File: src/logic/parallel_port_map.vh
`ifndef PARALLEL_PORT_MAP_VH
`define PARALLEL_PORT_MAP_VH

// ==========================================================================
// Register offsets from the port base address
// ==========================================================================
`define PP_OFS_DATA 2'h0
`define PP_OFS_STATUS 2'h1
`define PP_OFS_CONTROL 2'h2
`define PP_OFS_CONFIG 2'h3

// ==========================================================================
// Status register fields, printer layout
// ==========================================================================
`define PP_ST_BUSY 7
`define PP_ST_ACK 6
`define PP_ST_MEDIA 5
`define PP_ST_ONLINE 4
`define PP_ST_FAULT 3

// ==========================================================================
// Status register fields, scanner layout
// ==========================================================================
`define PP_SST_FAULT 5
`define PP_SST_STROBE 0

// ==========================================================================
// Control register fields
// ==========================================================================
`define PP_CT_BUSY_OUT 7
`define PP_CT_IRQ_EN 4
`define PP_CT_SELECT 3
`define PP_CT_INIT 2
`define PP_CT_FEED 1
`define PP_CT_STROBE 0
`define PP_CT_USED_MASK 8'h1f
`define PP_CT_SCAN_MASK 8'h9f

// ==========================================================================
// Configuration register fields
// ==========================================================================
`define PP_CF_SCANNER 6
`define PP_CF_MASK 8'h40

// ==========================================================================
// Reset values
// ==========================================================================
`define PP_RST_DATA 8'h00
`define PP_RST_CONTROL 8'h00
`define PP_RST_CONFIG 8'h00

`endif

File: src/logic/parallel_printer_port.v
`timescale 1ns/1ps
`include "parallel_port_map.vh"

module parallel_printer_port #(
   parameter ADDR_WIDTH = 10
) (
   input wire core_clk_i, // Core clock, 25 MHz
   input wire reset_n_i, // Asynchronous reset, active low
   input wire [ADDR_WIDTH-1:0] base_addr_i, // Port base address from configuration
   input wire [ADDR_WIDTH-1:0] addr_i, // Register bus address
   input wire [7:0] wr_data_i, // Register bus write data
   input wire wr_i, // Write strobe, one cycle
   input wire rd_i, // Read strobe, one cycle
   output reg [7:0] rd_data_o, // Read data, valid the cycle after rd_i
   input wire [7:0] pdata_i, // Data pin levels
   output wire [7:0] pdata_o, // Data pin drive value
   output wire pdata_oe_o, // Data pin output enable
   input wire busy_flag_i, // Busy pin
   input wire acknowledge_flag_i, // Acknowledge pin
   input wire media_out_flag_i, // Paper-end pin
   input wire online_in_pin_i, // Online-select pin
   input wire fault_flag_i, // Error pin level
   output wire fault_flag_o, // Error pin drive value, scanner mode
   output wire fault_flag_oe_o, // Error pin output enable
   output wire data_clock_pulse_o, // Strobe pin
   output wire init_pin_o, // Init pin
   output wire feed_out_pin_o, // Auto-feed pin
   output wire select_out_pin_o, // Select-in pin
   output wire irq_o, // Interrupt request, level
   output wire scanner_mode_o // High while in scanner mode
);

   // =======================================================================
   // Address decode
   // =======================================================================
   wire [ADDR_WIDTH-1:0] rel_addr;
   wire hit;
   wire [1:0] ofs;

   // Offset from base; any address outside the four-byte window misses
   function in_window;
      input [ADDR_WIDTH-1:0] rel;
      begin
         in_window = (rel[ADDR_WIDTH-1:2] == {(ADDR_WIDTH-2){1'b0}});
      end
   endfunction

   assign rel_addr = addr_i - base_addr_i;
   assign hit = in_window(rel_addr);
   assign ofs = rel_addr[1:0];

   wire wr_data_sel;
   wire wr_ctrl_sel;
   wire wr_cfg_sel;
   wire rd_sel;

   assign wr_data_sel = wr_i && hit && (ofs == `PP_OFS_DATA);
   assign wr_ctrl_sel = wr_i && hit && (ofs == `PP_OFS_CONTROL);
   assign wr_cfg_sel = wr_i && hit && (ofs == `PP_OFS_CONFIG);
   assign rd_sel = rd_i && hit;

   // =======================================================================
   // Pin synchronisers
   // =======================================================================
   wire [7:0] pdata_s;
   wire [4:0] stat_s;
   wire busy_s;
   wire ack_s;
   wire media_s;
   wire online_s;
   wire fault_s;

   pin_sync #(
      .WIDTH(8)
   ) u_data_sync (
      .core_clk_i(core_clk_i),
      .reset_n_i(reset_n_i),
      .async_i(pdata_i),
      .sync_o(pdata_s)
   );

   pin_sync #(
      .WIDTH(5)
   ) u_stat_sync (
      .core_clk_i(core_clk_i),
      .reset_n_i(reset_n_i),
      .async_i({busy_flag_i, acknowledge_flag_i, media_out_flag_i,
                online_in_pin_i, fault_flag_i}),
      .sync_o(stat_s)
   );

   assign busy_s = stat_s[4];
   assign ack_s = stat_s[3];
   assign media_s = stat_s[2];
   assign online_s = stat_s[1];
   assign fault_s = stat_s[0];

   // =======================================================================
   // Registers
   // =======================================================================
   reg [7:0] data_latch_r;
   reg [7:0] ctrl_r;
   reg [7:0] cfg_r;
   reg [7:0] ctrl_nxt;
   wire scanner;

   assign scanner = cfg_r[`PP_CF_SCANNER];

   // Offset 1 has no write path, so writes there are dropped
   always @(posedge core_clk_i or negedge reset_n_i) begin
      if (!reset_n_i) begin
         data_latch_r <= `PP_RST_DATA;
      end else if (wr_data_sel) begin
         data_latch_r <= wr_data_i;
      end
   end

   // Reserved control bits never store a one; bit 7 only exists in scanner mode
   always @* begin
      if (scanner) begin
         ctrl_nxt = wr_data_i & `PP_CT_SCAN_MASK;
      end else begin
         ctrl_nxt = wr_data_i & `PP_CT_USED_MASK;
      end
   end

   always @(posedge core_clk_i or negedge reset_n_i) begin
      if (!reset_n_i) begin
         ctrl_r <= `PP_RST_CONTROL;
      end else if (wr_ctrl_sel) begin
         ctrl_r <= ctrl_nxt;
      end else if (!scanner) begin
         ctrl_r[`PP_CT_BUSY_OUT] <= 1'b0;
      end
   end

   always @(posedge core_clk_i or negedge reset_n_i) begin
      if (!reset_n_i) begin
         cfg_r <= `PP_RST_CONFIG;
      end else if (wr_cfg_sel) begin
         cfg_r <= wr_data_i & `PP_CF_MASK;
      end
   end

   // =======================================================================
   // Read path
   // =======================================================================
   function [7:0] printer_status;
      input b;
      input a;
      input m;
      input o;
      input f;
      begin
         printer_status = 8'h00;
         printer_status[`PP_ST_BUSY] = b;
         printer_status[`PP_ST_ACK] = a;
         printer_status[`PP_ST_MEDIA] = m;
         printer_status[`PP_ST_ONLINE] = o;
         printer_status[`PP_ST_FAULT] = ~f;
      end
   endfunction

   function [7:0] scanner_status;
      input b;
      input a;
      input m;
      input o;
      begin
         scanner_status = 8'h00;
         scanner_status[`PP_ST_BUSY] = b;
         scanner_status[`PP_ST_ACK] = a;
         scanner_status[`PP_SST_FAULT] = m;
         scanner_status[`PP_ST_ONLINE] = o;
         scanner_status[`PP_SST_STROBE] = o;
      end
   endfunction

   reg [7:0] rd_nxt;

   always @* begin
      rd_nxt = 8'h00;
      if (!rd_sel) begin
         rd_nxt = 8'h00;
      end else if (ofs == `PP_OFS_DATA) begin
         // Printer mode reads back the latch, never the pins
         rd_nxt = scanner ? pdata_s : data_latch_r;
      end else if (ofs == `PP_OFS_STATUS) begin
         if (scanner) begin
            rd_nxt = scanner_status(busy_s, ack_s, media_s, online_s);
         end else begin
            rd_nxt = printer_status(busy_s, ack_s, media_s, online_s, fault_s);
         end
      end else if (ofs == `PP_OFS_CONTROL) begin
         rd_nxt = ctrl_r;
      end else begin
         rd_nxt = cfg_r;
      end
   end

   // Read data stand for exactly one cycle, zero otherwise
   always @(posedge core_clk_i or negedge reset_n_i) begin
      if (!reset_n_i) begin
         rd_data_o <= 8'h00;
      end else begin
         rd_data_o <= rd_nxt;
      end
   end

   // =======================================================================
   // Interrupt
   // =======================================================================
   reg irq_r;

   // Level follows a deasserted (high) acknowledge while enabled
   always @(posedge core_clk_i or negedge reset_n_i) begin
      if (!reset_n_i) begin
         irq_r <= 1'b0;
      end else begin
         irq_r <= ctrl_r[`PP_CT_IRQ_EN] & ack_s;
      end
   end

   assign irq_o = irq_r;

   // =======================================================================
   // Pin drive
   // =======================================================================
   // Strobe width and data setup are software's job; the pin is a plain copy
   assign pdata_o = data_latch_r;
   // Scanner direction follows the auto-feed control bit (bit 1); printer mode always drives
   assign pdata_oe_o = scanner ? ctrl_r[`PP_CT_FEED] : 1'b1;
   assign data_clock_pulse_o = ctrl_r[`PP_CT_STROBE];
   assign init_pin_o = ~ctrl_r[`PP_CT_INIT];
   assign feed_out_pin_o = ctrl_r[`PP_CT_FEED];
   assign select_out_pin_o = ctrl_r[`PP_CT_SELECT];
   assign fault_flag_o = ctrl_r[`PP_CT_BUSY_OUT];
   assign fault_flag_oe_o = scanner;
   assign scanner_mode_o = scanner;

endmodule // parallel_printer_port

File: src/logic/pin_sync.v
`timescale 1ns/1ps

// ==========================================================================
// Two-stage synchroniser for a group of pin inputs
// ==========================================================================
module pin_sync #(
   parameter WIDTH = 8
) (
   input wire core_clk_i, // Core clock
   input wire reset_n_i, // Asynchronous reset, active low
   input wire [WIDTH-1:0] async_i, // Pin levels from outside the domain
   output wire [WIDTH-1:0] sync_o // Levels after two flip-flops
);

   reg [WIDTH-1:0] meta_r;
   reg [WIDTH-1:0] sync_r;

   // The first stage is read only by the second stage
   always @(posedge core_clk_i or negedge reset_n_i) begin
      if (!reset_n_i) begin
         meta_r <= {WIDTH{1'b0}};
         sync_r <= {WIDTH{1'b0}};
      end else begin
         meta_r <= async_i;
         sync_r <= meta_r;
      end
   end

   assign sync_o = sync_r;

endmodule // pin_sync

File: config.mk
export PLATFORM = sky130hd
export DESIGN_NAME = parallel_printer_port
export DESIGN_NICKNAME = d
export VERILOG_FILES = /design/src/logic/parallel_printer_port.v /design/src/logic/pin_sync.v
export VERILOG_INCLUDE_DIRS = /design/src /design/src/logic
export SDC_FILE = /design/constraint.sdc
export NUM_CORES = 1
export LEC_CHECK = 0
export ABC_CLOCK_PERIOD_IN_PS = 1700
export BUFFER_PORTS_ARGS = -buffer_cell sky130_fd_sc_hd__buf_4
export CAP_MARGIN = 20
export CORE_UTILIZATION = 40
export DETAILED_ROUTE_END_ITERATION = 8
export HOLD_SLACK_MARGIN = 0.1
export PLACE_DENSITY_LB_ADDON = 0.05
export SETUP_SLACK_MARGIN = 0.3
export SLEW_MARGIN = 30
export SYNTH_ARGS = -nofsm -noshare
export SYNTH_HDL_FRONTEND = slang
export SYNTH_SLANG_ARGS = --single-unit
File: constraint.sdc
create_clock -name core_clk_i -period 1.7 [get_ports core_clk_i]
set_input_delay 0 -clock core_clk_i [delete_from_list [all_inputs] [get_ports core_clk_i]]
set_output_delay 0 -clock core_clk_i [all_outputs]
set_load 0.1 [all_outputs]
==> results.json <==
{
  "status": "finished with violations",
  "violations": "negative setup slack",
  "top_layer": "met4",
  "synthCells": 192,
  "setup-violations-final": 23,
  "grt_pass1_wl_microns": 8650,
  "yosysSeqAreaShare_pct": 54.9,
  "max_slew_margin_pct": 59.3,
  "yosys.area.top_type_share_pct": 54.9,
  "synth.avg_cell_area_sq_um": 11.9,
  "drive_above_1_share_pct": 45.6,
  "regToRegSetupSlack_ns": 0.27,
  "drtAntennaViolNets": 0,
  "htreeDepth": 2,
  "cts-root-buf": "clkbuf_8",
  "fmax_mhz": 477,
  "avgRoutedWirePerCell_microns": 13.4,
  "synth_edf_count": 0,
  "wl_met2_microns": 2650,
  "first_iter_violations": 42,
  "min_delay_path_depth": 4,
  "final_common_cell": "buf_4",
  "fin_ws_ns": -0.397,
  "clkTransAtPathRegs_ns": 0.08,
  "r2r-start": "cfg_r[6]$_DFFE_PN0P_",
  "post-route-period-util_pct": 123,
  "dp_hpwl_microns": 3650,
  "gp_congestion": 0.920,
  "rows": 27,
  "clock_sinks": 50,
  "drt-total-wl_microns": 5100,
  "p_per_area_nw_per_um2": 764,
  "crit_top_cell": "buf_4",
  "r2r_end": "rd_data_o[3]$_DFF_PN0_",
  "grt_start_max_net_pins": 51,
  "final_nets": 363,
  "postPlaceCellArea_sq_um": 3060,
  "vias": 1827,
  "synth_area_sq_um": 2280,
  "min_path_type": "primary input to flip-flop",
  "end_kind": "flip-flop",
  "netlist_top_cells_area": "dfrtp_1 (55%), mux2_2 (7.4%), ha_1 (4.9%)",
  "antenna_cells": 0,
  "min_to": "rd_data_o[2]$_DFF_PN0_",
  "finalClockSkew_ns": 0.00488,
  "slew_violations": 0,
  "ios": 70,
  "grt_pass1_vias": 1931,
  "final_cell_mix": "buf_4 (91), dfrtp_1 (48), dlygate4sd3_1 (24)",
  "wl_met1_microns": 2170,
  "firstDrtPassIters": 4,
  "crit_type": "primary input to flip-flop",
  "power_leakage_uw": 0.00169,
  "place_ws_ns": -0.792,
  "min_from": "base_addr_i[0]",
  "cp_slowest_stage_delay_ns": 0.36,
  "clk_latency_ns": 0.29,
  "hold_slack_ns": 0.177,
  "port-buffer-count": 69,
  "drc": 0,
  "die_width_microns": 77.5,
  "synth_area_leader_cell": "dfrtp_1",
  "synth-seq-cells": 50,
  "yosys_warnings": 0,
  "crit_path_top_delay_cell": "fa_2",
  "die-area_sq_um": 6010,
  "die_h_microns": 77.5,
  "grt.overflow.total": 0,
  "wl_met3_microns": 186,
  "rsz0062_at_grt": "yes",
  "worst_pin_slew_ns": 0.611,
  "start_util_pct": 41.4,
  "track_usage_pct": 18.5,
  "post-route-min-period_ns": 2.10,
  "cp-start-kind": "primary input",
  "hold_violations": 0,
  "crit_chain": "buf_8 -> inv_12 -> ha_4 -> fa_2 -> nor2b_4 -> o211ai_1 -> mux2_2 -> nand4_1 -> a2111oi_4 -> buf_4 -> buf_4 -> buf_4 -> nand3_1 -> mux2_2",
  "cts_tree": "done",
  "synthToLayoutAreaGrowth_pct": 54.9,
  "cts-buffers-inserted": 5,
  "stdcell_count": 381,
  "synthDistinctLibCells": 41,
  "stdcell_area_sq_um": 3530,
  "reg2reg_depth": 5,
  "cap_violations": 0,
  "crit_required_ns": 1.88,
  "coreArea_sq_um": 5510,
  "antenna_found_initial": 0,
  "postSynth.asyncResetShare_pct": 100,
  "ir_worst_vdd_uv": 621,
  "crit_fanout": 5,
  "vias_per_cell": 4.80,
  "synthFlopType": "dfrtp_1",
  "cp.arrival_ns": 2.28,
  "dp.cells": 345,
  "syn_nets": 247,
  "clock_path_buffers": 2
}
critical path: cells and delay by family:
kind	cells	cell delay (ns)
AO/OA/AOI/OAI	2	0.32
adder cells (fa/ha/maj)	2	0.51
buffers and inverters	5	0.56
multiplexers	2	0.51
AND/OR/NAND/NOR	3	0.38
sequential cells by signal, summed over array words and instances, names as in the netlist:
signal,count
rd_data_o,8
ctrl_r,6
cfg_r,1
u_stat_sync.sync_o,5
pdata_o,8
u_data_sync.sync_o,8
u_data_sync.meta_r,8
irq_o,1
u_stat_sync.meta_r,5
layer usage:
metal  track usage, %  up-vias
met2             33.2       49
li1                 -      909
met5                0        -
met4             7.17        0
met1             22.0      861
met3             2.94        8
Yosys cell counts (2+ instances only):
master,instances
dfrtp_1,50
mux2_2,15
nor2_1,14
inv_1,12
nand2_1,11
ha_1,9
a21oi_1,7
mux2i_1,7
clkbuf_1,6
nand3_1,6
a22oi_1,5
nor2b_1,5
o211ai_1,5
o21ai_0,4
nand3b_1,3
a211oi_1,2
mux2_1,2
nand2b_1,2
nor3_1,2
o22ai_1,2
o31ai_1,2
xor2_1,2
layout make-up:
cell class / count / area [sq um]
clock buffers: 6 / 72.6
flip-flops and latches: 50 / 1260
inverters: 12 / 57.6
fillers: 443 / 1970
well taps: 72 / 90.1
repair buffers: 117 / 950
clock inverters: 2 / 37.5
multi-input cells: 122 / 1070
worst max path at each step:
stage / start / endpoint / depth (start not counted) / slack, ns
after floorplan: addr_i[0] / pdata_o[2]$_DFFE_PN0P_ / 10 / -0.53
after global routing: addr_i[0] / pdata_o[6]$_DFFE_PN0P_ / 12 / -0.50
after global placement: addr_i[0] / pdata_o[3]$_DFFE_PN0P_ / 12 / -0.75
final: addr_i[0] / cfg_r[6]$_DFFE_PN0P_ / 14 / -0.40
after detailed placement: addr_i[0] / pdata_o[2]$_DFFE_PN0P_ / 12 / -0.79
after CTS: addr_i[0] / pdata_o[6]$_DFFE_PN0P_ / 12 / -0.37
through the flow:
stage / power (uW) / utilization, % / TNS [ns]
2_1_floorplan: 1600 / - / -9.26
3_3_place_gp: 1840 / 55.6 / -14.60
6_report: 2700 / 64.1 / -5.51
3_5_place_dp: 1840 / 55.6 / -15.32
5_1_grt: 2820 / 64.1 / -8.52
4_1_cts: 2700 / 63.1 / -5.31
what timing repair did:
action,CTS,global route
hold buffers,24,0
endpoints found under the hold margin,86,0
resized for setup,8,12
endpoints found under the setup margin,23,23
pin swaps,6,1
setup buffers,3,1
kinds of logic (layout without fill, tap and decap cells):
kind of cell,count (synthesis),in the layout,synth area share (%)
AO/OA/AOI/OAI,36,36,12.0
XOR/XNOR,3,3,1.15
adder cells (fa/ha/maj),10,10,5.82
buffers and inverters,20,137,3.46
flip-flops,50,50,54.9
multiplexers,24,24,11.5
AND/OR/NAND/NOR,49,49,11.3
power breakdown:
group | switching (uW) | internal (uW) | total, uW
Combinational | 336 | 303 | 638
Sequential | 21.3 | 1230 | 1250
Clock | 370 | 439 | 809
(Power assumes the default switching activity.)
